## config.mk

```make
export PLATFORM = sky130hd
export DESIGN_NAME = lidar_scan_control
export DESIGN_NICKNAME = d
export VERILOG_FILES = /design/src/scan_ctrl_pkg.sv /design/src/fire_gen.sv /design/src/lidar_scan_control.sv
export VERILOG_INCLUDE_DIRS = /design/src
export SDC_FILE = /design/constraint.sdc
export NUM_CORES = 1
export LEC_CHECK = 0
export BUFFER_PORTS_ARGS = -buffer_cell sky130_fd_sc_hd__buf_4
export CAP_MARGIN = 20
export CELL_PAD_IN_SITES_DETAIL_PLACEMENT = 1
export CELL_PAD_IN_SITES_GLOBAL_PLACEMENT = 1
export CORE_ASPECT_RATIO = 1.4
export CORE_MARGIN = 3
export CORE_UTILIZATION = 40
export CTS_CLUSTER_DIAMETER = 100
export DETAILED_ROUTE_END_ITERATION = 7
export GPL_ROUTABILITY_DRIVEN = 0
export PLACE_DENSITY = 0.83
export SLEW_MARGIN = 10
export SYNTH_ARGS = -nofsm -noshare
export SYNTH_HDL_FRONTEND = slang
export SYNTH_SLANG_ARGS = --single-unit
```

## constraint.sdc

```tcl
create_clock -name ref_clk_i -period 5.1 [get_ports ref_clk_i]
set_clock_uncertainty 0.05 [all_clocks]
set_input_delay 1.275 -clock ref_clk_i [delete_from_list [all_inputs] [get_ports ref_clk_i]]
set_output_delay 1.275 -clock ref_clk_i [all_outputs]
set_load 0.05 [all_outputs]
```

## src/scan_ctrl_consts.svh

```systemverilog
// Constants for the scan and firing controller: codes, timing and rotor geometry
`ifndef SCAN_CTRL_CONSTS_SVH
`define SCAN_CTRL_CONSTS_SVH

// Clock and timing
`define CLK_MHZ 125
`define FIRE_PERIOD_NS 27778
`define FIRE_CYCLES ((`FIRE_PERIOD_NS * `CLK_MHZ) / 1000)
`define SEC_HZ 1
`define SEC_CYCLES ((`CLK_MHZ * 1000000) / `SEC_HZ)
`define RESTART_CYCLES 16

// Reflectivity mapping codes
`define MAP_LINEAR 2'h0
`define MAP_NONLIN1 2'h1
`define MAP_NONLIN2 2'h2

// Return mode codes as reported in the packet tail
`define RET_LAST 3'h0
`define RET_STRONGEST 3'h1
`define RET_FIRST 3'h2
`define RET_LAST_STRONG 3'h3
`define RET_LAST_FIRST 3'h4
`define RET_FIRST_STRONG 3'h5

// Spin rate field values
`define RPM_SLOW 16'h0258
`define RPM_FAST 16'h04B0

// Rotor geometry in tenths of a degree
`define AZ_FULL 12'hE10
`define AZ_HALF 12'h708

`endif

```

## src/scan_ctrl_pkg.sv

```systemverilog
// Types shared by the scan and firing controller
package scan_ctrl_pkg;
	typedef struct packed {
		logic [1:0] refl_map;
		logic [2:0] ret_mode;
		logic ccw;
		logic fast;
		logic sync_en;
		logic [8:0] sync_deg;
		logic trig_time;
		logic standby;
	} cfg_s;

	typedef enum logic [3:0] {
		PTP_FREE = 4'h1,
		PTP_TRACK = 4'h2,
		PTP_LOCK = 4'h4,
		PTP_FROZEN = 4'h8
	} ptp_e;

	typedef enum logic [1:0] {
		ST_RUN = 2'h1,
		ST_RESTART = 2'h2
	} run_e;
endpackage

```

## src/fire_gen.sv

```systemverilog
// Laser firing pulse generator, angle-based or time-based
`timescale 1ns/1ns
`default_nettype none
`include "scan_ctrl_consts.svh"

module fire_gen
	import scan_ctrl_pkg::*;
(
	// Clock and reset
	input wire logic ref_clk_i,
	input wire logic arst_n_i,
	// Control
	input wire logic en_i,
	input wire logic time_mode_i,
	input wire logic fast_i,
	input wire logic tick_i,
	// Firing
	output logic fire_o
);
	logic [11:0] tmr_q, tmr_d;
	logic half_q, half_d;
	logic fire_d;
	logic [12:0] gap_q;

	always_comb begin
		tmr_d = tmr_q;
		half_d = half_q;
		fire_d = 1'b0;
		if (!en_i) begin
			tmr_d = 12'h000;
			half_d = 1'b0;
		end else if (time_mode_i) begin
			half_d = 1'b0;
			if (tmr_q == 12'(`FIRE_CYCLES - 1)) begin
				tmr_d = 12'h000;
				fire_d = 1'b1;
			end else begin
				tmr_d = tmr_q + 12'h001;
			end
		end else begin
			tmr_d = 12'h000;
			if (tick_i) begin
				// At the fast rate every second 0.1 degree step fires
				half_d = fast_i ? ~half_q : 1'b0;
				fire_d = !fast_i || half_q;
			end
		end
	end

	always_ff @(posedge ref_clk_i or negedge arst_n_i) begin
		if (!arst_n_i) begin
			tmr_q <= 12'h000;
			half_q <= 1'b0;
			fire_o <= 1'b0;
		end else begin
			tmr_q <= tmr_d;
			half_q <= half_d;
			fire_o <= fire_d;
		end
	end

	// Cycles since the last firing; parked at all ones outside time mode,
	// since the first firing after enable has no earlier firing to measure from
	always_ff @(posedge ref_clk_i or negedge arst_n_i) begin
		if (!arst_n_i) begin
			gap_q <= 13'h0000;
		end else if (!time_mode_i || !en_i) begin
			gap_q <= 13'h1FFF;
		end else if (fire_o) begin
			gap_q <= 13'h0000;
		end else if (gap_q != 13'h1FFF) begin
			gap_q <= gap_q + 13'h0001;
		end
	end

	time_period_a: assert property (@(posedge ref_clk_i) disable iff (!arst_n_i)
		fire_o && time_mode_i && en_i && $past(fire_o) == 1'b0 && $past(time_mode_i) && $past(en_i) && gap_q != 13'h1FFF
		|-> gap_q == 13'(`FIRE_CYCLES - 1))
		else $error("time-based firing period wrong");

	angle_fire_a: assert property (@(posedge ref_clk_i) disable iff (!arst_n_i)
		en_i && !time_mode_i && !fast_i && tick_i |=> fire_o)
		else $error("angle tick did not fire");

	fire_off_a: assert property (@(posedge ref_clk_i) disable iff (!arst_n_i)
		!en_i |=> !fire_o)
		else $error("firing while disabled");

	fast_fire_c: cover property (@(posedge ref_clk_i) disable iff (!arst_n_i)
		en_i && !time_mode_i && fast_i && fire_o);
endmodule
`default_nettype wire

```

## src/lidar_scan_control.sv

```systemverilog
// Scan, sync, firing and start-up control of the rotating ranging sensor
`timescale 1ns/1ns
`default_nettype none
`include "scan_ctrl_consts.svh"

// What this block does
// - Linear reflectivity encoding by default
// - Two nonlinear curves refine low reflectivity
// - Six return modes, reported in tail
// - Clockwise by default, counterclockwise if set
// - 600 or 1200 RPM, reported in tail
// - Tracking or locked: second from network time
// - Frozen or free-run: internal 1 Hz edge
// - Angle trigger every 0.1 or 0.2 degree
// - Time trigger every 27.778 microseconds
// - Reset-all restores defaults then restarts
// - Each restart increments start-up count
// - Standby stops motor and laser firing
// - Sync state free, tracking, locked, frozen
module lidar_scan_control
	import scan_ctrl_pkg::*;
#(
	parameter int unsigned SEC_CYCLES = `SEC_CYCLES
) (
	// Clock and reset
	input wire logic ref_clk_i,
	input wire logic arst_n_i,
	// Host configuration and commands
	input wire logic cfg_wr_i,
	input var cfg_s cfg_i,
	input wire logic restart_i,
	input wire logic reset_all_i,
	// Network time state inputs
	input wire logic master_sel_i,
	input wire logic master_lost_i,
	input wire logic offset_ok_i,
	input wire logic drift_exceeded_i,
	input wire logic ptp_second_i,
	// Rotor encoder pins
	input wire logic rotor_tick_pin_i,
	input wire logic rotor_index_pin_i,
	// Reflectivity path
	input wire logic refl_vld_i,
	input wire logic [7:0] refl_raw_i,
	output logic refl_vld_o,
	output logic [7:0] refl_o,
	// Motor drive
	output logic motor_en_o,
	output logic motor_dir_o,
	output logic [15:0] motor_rpm_o,
	output logic phase_vld_o,
	output logic [11:0] phase_err_o,
	// Laser firing
	output logic fire_o,
	// Status and packet tail fields
	output logic [2:0] ret_mode_o,
	output logic [15:0] spin_field_o,
	output logic [3:0] ptp_state_o,
	output logic second_o,
	output logic restarting_o,
	output logic [15:0] startup_cnt_o
);
	localparam cfg_s CFG_DEFAULT = '{refl_map: `MAP_LINEAR, ret_mode: `RET_LAST_STRONG, ccw: 1'b0,
		fast: 1'b0, sync_en: 1'b0, sync_deg: 9'h000, trig_time: 1'b0, standby: 1'b0};

	function automatic logic [7:0] refl_map_f(input logic [1:0] mode, input logic [7:0] raw);
		logic [7:0] res;
		res = raw;
		if (mode == `MAP_NONLIN1) begin
			res = (raw < 8'h40) ? {raw[6:0], 1'b0} : 8'(8'h80 + ((raw - 8'h40) >> 1));
		end else if (mode == `MAP_NONLIN2) begin
			res = (raw < 8'h20) ? {raw[5:0], 2'b00} : 8'(8'h80 + ((raw - 8'h20) >> 1));
		end
		return res;
	endfunction

	function automatic logic [15:0] rpm_f(input logic fast);
		return fast ? `RPM_FAST : `RPM_SLOW;
	endfunction

	////////////////////////////////////////////////////////////////////////
	// Encoder pin synchronisers and edge detection
	logic [2:0] tick_sync_q, idx_sync_q;
	logic tick_evt, idx_evt;

	always_ff @(posedge ref_clk_i or negedge arst_n_i) begin
		if (!arst_n_i) begin
			tick_sync_q <= 3'h0;
			idx_sync_q <= 3'h0;
		end else begin
			tick_sync_q <= {tick_sync_q[1:0], rotor_tick_pin_i};
			idx_sync_q <= {idx_sync_q[1:0], rotor_index_pin_i};
		end
	end
	assign tick_evt = tick_sync_q[1] && !tick_sync_q[2];
	assign idx_evt = idx_sync_q[1] && !idx_sync_q[2];

	////////////////////////////////////////////////////////////////////////
	// Stored and active configuration, restart sequencing
	cfg_s cfg_q, cfg_d, act_q, act_d;
	run_e run_q, run_d;
	logic [4:0] rst_cnt_q, rst_cnt_d;
	logic [15:0] startup_q, startup_d;
	logic frame_evt, busy;

	assign busy = (run_q == ST_RESTART);
	// A stopped rotor has no frame edges, so while idle the settings apply at once
	assign frame_evt = idx_evt || act_q.standby || busy;

	always_comb begin
		cfg_d = cfg_q;
		act_d = act_q;
		run_d = run_q;
		rst_cnt_d = rst_cnt_q;
		startup_d = startup_q;
		if (reset_all_i) begin
			cfg_d = CFG_DEFAULT;
		end else if (cfg_wr_i) begin
			cfg_d = cfg_i;
		end
		// Standby, sync, direction and reflectivity mapping act at once; frame-bound fields wait
		act_d.standby = cfg_q.standby;
		act_d.sync_en = cfg_q.sync_en;
		act_d.sync_deg = cfg_q.sync_deg;
		act_d.ccw = cfg_q.ccw;
		act_d.refl_map = cfg_q.refl_map;
		if (frame_evt) begin
			act_d = cfg_q;
		end
		case (run_q)
			ST_RUN: begin
				if (restart_i || reset_all_i) begin
					run_d = ST_RESTART;
					rst_cnt_d = 5'h00;
				end
			end
			ST_RESTART: begin
				if (rst_cnt_q == 5'(`RESTART_CYCLES - 1)) begin
					run_d = ST_RUN;
					startup_d = startup_q + 16'h0001;
				end else begin
					rst_cnt_d = rst_cnt_q + 5'h01;
				end
			end
			default: run_d = ST_RUN;
		endcase
	end

	always_ff @(posedge ref_clk_i or negedge arst_n_i) begin
		if (!arst_n_i) begin
			cfg_q <= CFG_DEFAULT;
			act_q <= CFG_DEFAULT;
			run_q <= ST_RUN;
			rst_cnt_q <= 5'h00;
			startup_q <= 16'h0000;
		end else begin
			cfg_q <= cfg_d;
			act_q <= act_d;
			run_q <= run_d;
			rst_cnt_q <= rst_cnt_d;
			startup_q <= startup_d;
		end
	end

	////////////////////////////////////////////////////////////////////////
	// Time sync state and full-second source
	ptp_e ptp_q, ptp_d;
	logic [26:0] sec_cnt_q, sec_cnt_d;
	logic int_wrap, sec_evt, ptp_timed;

	assign int_wrap = (sec_cnt_q == 27'(SEC_CYCLES - 1));
	assign ptp_timed = (ptp_q == PTP_TRACK) || (ptp_q == PTP_LOCK);
	assign sec_evt = ptp_timed ? ptp_second_i : int_wrap;

	always_comb begin
		ptp_d = ptp_q;
		sec_cnt_d = int_wrap ? 27'h0000000 : sec_cnt_q + 27'h0000001;
		case (ptp_q)
			PTP_FREE: begin
				if (master_sel_i && !master_lost_i) begin
					ptp_d = offset_ok_i ? PTP_LOCK : PTP_TRACK;
				end
			end
			PTP_TRACK, PTP_LOCK: begin
				if (master_lost_i) begin
					ptp_d = PTP_FROZEN;
				end else if (!master_sel_i) begin
					ptp_d = PTP_FREE;
				end else begin
					ptp_d = offset_ok_i ? PTP_LOCK : PTP_TRACK;
				end
			end
			PTP_FROZEN: begin
				if (drift_exceeded_i) begin
					ptp_d = PTP_FREE;
				end else if (!master_lost_i && master_sel_i) begin
					ptp_d = PTP_TRACK;
				end
			end
			default: ptp_d = PTP_FREE;
		endcase
	end

	always_ff @(posedge ref_clk_i or negedge arst_n_i) begin
		if (!arst_n_i) begin
			ptp_q <= PTP_FREE;
			sec_cnt_q <= 27'h0000000;
		end else begin
			ptp_q <= ptp_d;
			sec_cnt_q <= sec_cnt_d;
		end
	end

	////////////////////////////////////////////////////////////////////////
	// Rotor azimuth, phase error and output registers
	logic [11:0] az_q, az_d, phase_d;
	logic phase_vld_d;
	logic [12:0] diff;
	logic [11:0] target;
	logic run_ok;

	assign run_ok = !act_q.standby && !busy;
	assign target = 12'({3'h0, act_q.sync_deg} * 12'h00A);
	assign diff = {1'b0, az_q} - {1'b0, target};

	always_comb begin
		az_d = az_q;
		phase_d = phase_err_o;
		phase_vld_d = 1'b0;
		if (idx_evt) begin
			az_d = 12'h000;
		end else if (tick_evt) begin
			az_d = (az_q == `AZ_FULL - 12'h001) ? 12'h000 : az_q + 12'h001;
		end
		// Error folded into half a turn either way, positive means rotor is ahead
		if (sec_evt && act_q.sync_en && run_ok) begin
			phase_vld_d = 1'b1;
			if ($signed(diff) >= $signed({1'b0, `AZ_HALF})) begin
				phase_d = diff[11:0] - `AZ_FULL;
			end else if ($signed(diff) < -$signed({1'b0, `AZ_HALF})) begin
				phase_d = diff[11:0] + `AZ_FULL;
			end else begin
				phase_d = diff[11:0];
			end
		end else if (!act_q.sync_en) begin
			phase_d = 12'h000;
		end
	end

	always_ff @(posedge ref_clk_i or negedge arst_n_i) begin
		if (!arst_n_i) begin
			az_q <= 12'h000;
			phase_err_o <= 12'h000;
			phase_vld_o <= 1'b0;
			refl_o <= 8'h00;
			refl_vld_o <= 1'b0;
			motor_en_o <= 1'b0;
			motor_dir_o <= 1'b0;
			motor_rpm_o <= `RPM_SLOW;
			ret_mode_o <= `RET_LAST_STRONG;
			spin_field_o <= `RPM_SLOW;
			ptp_state_o <= PTP_FREE;
			second_o <= 1'b0;
			restarting_o <= 1'b0;
			startup_cnt_o <= 16'h0000;
		end else begin
			az_q <= az_d;
			phase_err_o <= phase_d;
			phase_vld_o <= phase_vld_d;
			refl_o <= refl_map_f(act_q.refl_map, refl_raw_i);
			refl_vld_o <= refl_vld_i;
			motor_en_o <= run_ok;
			motor_dir_o <= act_q.ccw;
			motor_rpm_o <= rpm_f(act_q.fast);
			ret_mode_o <= act_q.ret_mode;
			spin_field_o <= rpm_f(act_q.fast);
			ptp_state_o <= ptp_q;
			second_o <= sec_evt;
			restarting_o <= busy;
			startup_cnt_o <= startup_q;
		end
	end

	fire_gen u_fire (
		.ref_clk_i(ref_clk_i),
		.arst_n_i(arst_n_i),
		.en_i(run_ok),
		.time_mode_i(act_q.trig_time),
		.fast_i(act_q.fast),
		.tick_i(tick_evt),
		.fire_o(fire_o)
	);

	////////////////////////////////////////////////////////////////////////
	// Checks
	refl_linear_a: assert property (@(posedge ref_clk_i) disable iff (!arst_n_i)
		act_q.refl_map == `MAP_LINEAR |=> refl_o == $past(refl_raw_i))
		else $error("linear reflectivity not passed through");
	refl_nonlin_a: assert property (@(posedge ref_clk_i) disable iff (!arst_n_i)
		act_q.refl_map == `MAP_NONLIN1 && refl_raw_i < 8'h40 |=> refl_o == {$past(refl_raw_i[6:0]), 1'b0})
		else $error("nonlinear curve low range wrong");
	ret_field_a: assert property (@(posedge ref_clk_i) disable iff (!arst_n_i)
		##1 ret_mode_o == $past(act_q.ret_mode))
		else $error("return mode field mismatch");
	rotor_dir_a: assert property (@(posedge ref_clk_i) disable iff (!arst_n_i)
		cfg_q.ccw ##1 1'b1 |=> motor_dir_o)
		else $error("direction not applied");
	spin_field_a: assert property (@(posedge ref_clk_i) disable iff (!arst_n_i)
		act_q.fast |=> spin_field_o == `RPM_FAST && motor_rpm_o == `RPM_FAST)
		else $error("spin rate field wrong");
	phase_lock_a: assert property (@(posedge ref_clk_i) disable iff (!arst_n_i)
		sec_evt && act_q.sync_en && run_ok |=> phase_vld_o && second_o)
		else $error("phase sample missed");
	ptp_second_a: assert property (@(posedge ref_clk_i) disable iff (!arst_n_i)
		ptp_timed && !ptp_second_i |=> !second_o)
		else $error("second not from network time");
	int_second_a: assert property (@(posedge ref_clk_i) disable iff (!arst_n_i)
		!ptp_timed && sec_evt |-> sec_cnt_q == 27'(SEC_CYCLES - 1))
		else $error("internal second edge misplaced");
	reset_all_a: assert property (@(posedge ref_clk_i) disable iff (!arst_n_i)
		reset_all_i |=> cfg_q == CFG_DEFAULT && busy)
		else $error("reset-all did not restore defaults");
	startup_inc_a: assert property (@(posedge ref_clk_i) disable iff (!arst_n_i)
		busy && rst_cnt_q == 5'(`RESTART_CYCLES - 1) |=> startup_q == $past(startup_q) + 16'h0001 ##1 !restarting_o)
		else $error("start-up count not incremented");
	standby_stop_a: assert property (@(posedge ref_clk_i) disable iff (!arst_n_i)
		act_q.standby |=> !motor_en_o && !fire_o)
		else $error("standby did not stop motor or lasers");
	frozen_free_a: assert property (@(posedge ref_clk_i) disable iff (!arst_n_i)
		ptp_q == PTP_FROZEN && drift_exceeded_i |=> ptp_q == PTP_FREE)
		else $error("frozen state did not fall to free run");
	frame_apply_a: assert property (@(posedge ref_clk_i) disable iff (!arst_n_i)
		act_q.trig_time != $past(act_q.trig_time) |-> $past(frame_evt))
		else $error("trigger mode changed inside a frame");

	locked_c: cover property (@(posedge ref_clk_i) disable iff (!arst_n_i) ptp_q == PTP_LOCK ##1 second_o);
	restart_c: cover property (@(posedge ref_clk_i) disable iff (!arst_n_i) $fell(restarting_o));
	phase_c: cover property (@(posedge ref_clk_i) disable iff (!arst_n_i) phase_vld_o && act_q.fast);
endmodule
`default_nettype wire

```

# Word-level counts from Yosys, hierarchy flattened
# Cells that the tools add are included.
# word_totals
reg_bits,184
latch_bits,0
ram_bits,0
rom_bits,0
in_bits,40
elab_cells,142
memories,0
# classes
add_sub_neg,12
mul,1
n_div,0
magnitude_cmp,4
eq_ne,19
shifts,0
muxes,41
bitwise,1
n_reduce_logical,25
# op_table
operator,count
12-bit 2-to-1 mux,10
19-bit 2-to-1 mux,2
8-bit 2-to-1 mux,4
"27-bit by 1-bit adder with 27-bit output, second input constant",1
"27-bit equality test, second input constant",1
27-bit 2-to-1 mux,1
"12-bit by 1-bit adder with 12-bit output, second input constant",2
"12-bit equality test, second input constant",2
"16-bit by 1-bit adder with 16-bit output, second input constant",1
"8-bit by 7-bit adder with 8-bit output, first input constant",2
4-bit 2-to-1 mux,4
"13-bit by 12-bit greater-or-equal comparator with 1-bit output, second input constant",1
"13-bit by 12-bit less-than comparator with 1-bit output, second input constant",1
12-bit by 12-bit subtractor with 13-bit output,1
"12-bit adder, second input constant",1
4-bit case mux with 3 select lines,1
"12-bit subtractor, second input constant",1
"9-bit by 3-bit multiplier with 11-bit output, second input constant",1
11-bit 2-to-1 mux,1
1-bit 2-to-1 mux,10
5-bit 2-to-1 mux,2
5-bit case mux with 2 select lines,1
"8-bit by 6-bit less-than comparator with 1-bit output, second input constant",1
"8-bit by 7-bit less-than comparator with 1-bit output, second input constant",1
24 further kinds,50

# Depth between registers and ports, before layout
# logic_depth
ltp_word,6
depth_mapped,20
ltp_nobuf,19

# By module
# Synthesis repeated with hierarchy kept, for this count alone.
# unflattened
cells_unflattened,829
hier_area_um2,8755.9
# by_module_without_submodules
mod,n_inst,cells_per_inst,area_per_inst_um2
lidar_scan_control,1,762,8054.0
fire_gen,1,67,701.9

# Worst setup path before layout
# OpenSTA, ideal clock, no wires.
# synth_timing
path_kind,register to register
from,register act_q[4] in the netlist's numbering
to,register phase_err_o[9]
t_arrival_ns,3.930
setup_slack_ns,0.994
stages_incl_launch_ff,17
n_path_buf,1
path_cell_list,dfrtp_1 > ha_1 > ha_1 > a21o_1 > a21oi_1 > o21bai_1 > a21oi_1 > xnor2_1 > ha_1 > a211o_1 > or3b_1 > o221ai_1 > nor2_1 > a32o_1 > buf_2 > a21o_1 > a311o_1
# synth_via
elab_chain_len,6
word_cells_on_any_way,9
classes_between,add/sub: 3; mul: 1; order compare: 2; mux: 3
# synth_rtl
element,line,rtl
from (decl),lidar_scan_control.sv:100,"cfg_s cfg_q, cfg_d, act_q, act_d;"
from (signal assigned),lidar_scan_control.sv:158,act_q <= act_d;
9-bit by 3-bit multiplier with 11-bit output *,lidar_scan_control.sv:223,"assign target = 12'({3'h0, act_q.sync_deg} * 12'h00A);"
12-bit by 12-bit subtractor with 13-bit output *,lidar_scan_control.sv:224,"assign diff = {1'b0, az_q} - {1'b0, target};"
12-bit adder (no source line) / 13-bit by 12-bit less-than comparator with 1-bit output (equally long branches),--,
12-bit 2-to-1 mux,lidar_scan_control.sv:240,"end else if ($signed(diff) < -$signed({1'b0, `AZ_HALF})) begin"
12-bit 2-to-1 mux *,lidar_scan_control.sv:238,"if ($signed(diff) >= $signed({1'b0, `AZ_HALF})) begin"
12-bit 2-to-1 mux *,lidar_scan_control.sv:236,if (sec_evt && act_q.sync_en && run_ok) begin
to (signal assigned),lidar_scan_control.sv:268,phase_err_o <= phase_d;
to (decl),lidar_scan_control.sv:52,"output logic [11:0] phase_err_o,"
# Mark *: on every way between the ends. The rest lies on a longest branch, timed or not.
# A chain may end at the register's enable or synchronous reset.

# Final worst setup path
# Same ends and word-level chain as after synthesis.

==> impl_metrics.toml <==
[final_layout]
nets = 980
area_growth_pct = 17.5
layout.cells.most_common = "dfrtp_1"
antennaDiodeCount = 0
final_util_pct = 48.2
stdcell_count = 1171
drive_gt1_share_pct = 17.8
layout_common_cells = "dfrtp_1, buf_4, nor2_1"

[min_path]
hp-class = "reg -> reg"
min_from = "tick_sync_q[0]"

[grt]
antenna_found_initial = 0
grt_use_total_pct = 18.5
grt_pass1_vias = 6740
grt_pass1_wl_mm = 33.9
grt_remaining_overflow = 0
grt_max_degree = 112

[clock_tree]
cts-root-buf = "clkbuf_16"
cts_tree = "built"
post_cts_buffers = 0
postCtsResizedCells = 0
numCtsBuffers = 17
clk_pin_slew_ns = 0.08
cts_max_level = 4
clkSinkCount = 175
clk_path_buf_depth = 2
cts-hold-fix-buffers = 0
clk_latency_ns = 0.44

[synth]
yosysTopAreaCellShare_pct = 48.6
yosysTopAreaCell = "dfrtp_1"
syn-cell-area_mm2 = 0.00850
synth-edff-count = 0
async_reset_ff_share_pct = 100
synthTopCellsByArea = "dfrtp_1, ha_1, nor2_1"
yosysSeqAreaShare_pct = 51.7
ys.flop_type = "dfrtp_1"
ys_ff_latch = 175
syn_avg_cell_area_um2 = 10.5
synthCells = 809
yosys_warnings = 0
synth_cell_types = 63

[setup_path]
start_kind = "register"
worstSetupPathType = "reg -> reg"
crit_fanout = 6
r2r_slack_ns = 0.50
cp.arrival_ns = 4.87
timing.rr.start = "act_q[4]"
cp-end-kind = "register"
crit_end = "phase_err_o[9]"
reg2reg_to = "phase_err_o[9]"
worstRegToRegCells = 16
critPathLaunch = "act_q[4]"
critical_path_required_ns = 5.36

[detailed_routing]
wl_met3_um = 497
wirelength_met1_mm = 8.14
initialDrtViolationCount = 273
drc_errors = 0
top_layer = "met4"
num_vias = 6281
wl_mm = 20.7
wl_per_cell_um = 17.7
drt-pass1-iter-count = 4
ant_nets = 0
vias_per_cell = 5.36
routed-wl-met2_mm = 11.5

[placement]
io_buffer_count = 101
dpl.cell_count = 1139
hpwl_mm = 15.0

[timing]
slew_headroom_pct = 32.7
worstMarginPinSlew_ns = 1.01
fmax_ghz = 0.217
fin_crit_sh_pct = 90.3
setup_violations = 0
slew_violations = 0
hold_viol = 0
finalSetupTns_ns = 0
min_period_ns = 4.60
rsz0062_at_grt = "no"

[floorplanning]
die_w_um = 129
die_h_um = 178
ios = 122
core_area_mm2 = 0.0207
die_area_mm2 = 0.0231
start_util_pct = 41.0
rows = 62

[outcome]
status = "finished clean"

[power_and_ir_drop]
p_leak_nw = 4.86
power.density_mw_per_mm2 = 360
p_total_w = 0.00359
ir_drop_mv = 0.200

[job]
cap_violations = 0
-- worst min path at each step --
| stage | end | slack, ns | depth (start not counted) |
|---|---|---|---|
| 2_1_floorplan | idx_sync_q[1] | 0.28 | 0 |
| 5_1_grt | tick_sync_q[1] | 0.31 | 0 |
| 3_3_place_gp | idx_sync_q[1] | 0.29 | 0 |
| 3_5_place_dp | idx_sync_q[1] | 0.29 | 0 |
| 6_report | tick_sync_q[1] | 0.31 | 0 |
| 4_1_cts | idx_sync_q[1] | 0.31 | 0 |
-- cells in the mapped netlist (3+ instances only) --
library cell  count
o21bai_1          3
nor2_1           95
o21ai_1           7
nand4_1          11
o221ai_1          3
inv_1            30
o31ai_1           5
ha_1             36
or3_1             8
a21o_1            6
xor2_1           31
a211o_1           5
nor2b_1          11
nor4b_1           3
a31oi_1           8
mux2_2           10
nor3_1            9
clkbuf_1         15
and3_1           20
a211oi_1          3
buf_4            30
xnor2_1          35
mux2i_1          25
nand3_1          41
nor3b_1           3
nand2b_1         10
a22oi_1           3
dfstp_2          10
a21oi_1          29
nor4_1            4
nand2_1          52
dfrtp_1         165
o21a_1            5
o21ai_0          34
-- power by group --
part	total [W]	switching (W)	internal, W
combinational	0.000756	0.000513	0.000243
sequential	0.00154	0.0000614	0.00148
clock	0.00129	0.000633	0.000660
total	0.00359	0.00121	0.00238
-- layer usage --
metal | up-vias | GRT usage [%]
met5 | - | 0
met4 | 0 | 7.92
met3 | 32 | 2.79
met2 | 111 | 34.2
met1 | 3185 | 20.8
li1 | 2953 | -
-- kinds of logic (layout without fill, tap and decap cells) --
logic type	count (synthesis)	count (layout)	share of synthesized area [%]
AO/OA/AOI/OAI	136	136	10.7
flip-flops	175	175	51.7
AND/OR/NAND/NOR	278	278	15.7
other	2	20	0.0884
adder cells (fa/ha/maj)	38	38	5.77
XOR/XNOR	67	67	6.99
buffers and inverters	78	166	4.80
multiplexers	35	35	4.27
-- cell type report --
cell class / count / area [µm²]
Fill cell: 2286 / 10700
Sequential cell: 175 / 4390
Multi-Input combinational cell: 574 / 3770
Timing Repair Buffer: 104 / 797
Clock buffer: 17 / 425
Tap cell: 256 / 320
Clock inverter: 15 / 169
Inverter: 30 / 113
-- state kept, by name, indices dropped and copies added, names as in the netlist, 2 cells and up --
name           cells
az_q              12
ptp_state_o        4
phase_err_o       12
spin_field_o       2
startup_q         16
rst_cnt_q          5
refl_o             8
run_q              2
ret_mode_o         3
cfg_q             19
act_q             19
sec_cnt_q         27
ptp_q              4
idx_sync_q         3
tick_sync_q        3
startup_cnt_o     16
u_fire.tmr_q      12
-- per-stage QoR --
stage / cell area [µm²] / hold slack, ns / worst slack [ns]
2_1_floorplan: 8570 / 0.281 / 0.994
4_1_cts: 9980 / 0.309 / 0.496
6_report: 9980 / 0.308 / 0.496
3_5_place_dp: 9390 / 0.289 / 0.517
5_1_grt: 9980 / 0.309 / 0.231
3_3_place_gp: 9390 / 0.285 / 0.640
-- critical path, stage by stage, from the launching register on --
cell and delay (ns):
dfrtp_1 0.39, ha_1 0.34, ha_1 0.30, a21o_1 0.18
a21oi_1 0.22, o21bai_1 0.09, a21oi_1 0.23, xnor2_1 0.16
ha_1 0.34, a211o_1 0.30, or3b_1 0.35, o221ai_1 0.37
nand3_1 0.26, o22a_1 0.31, nor2_1 0.17, o41ai_1 0.09
a311o_1 0.33
Note: power is estimated with default switching activity, not from simulation.
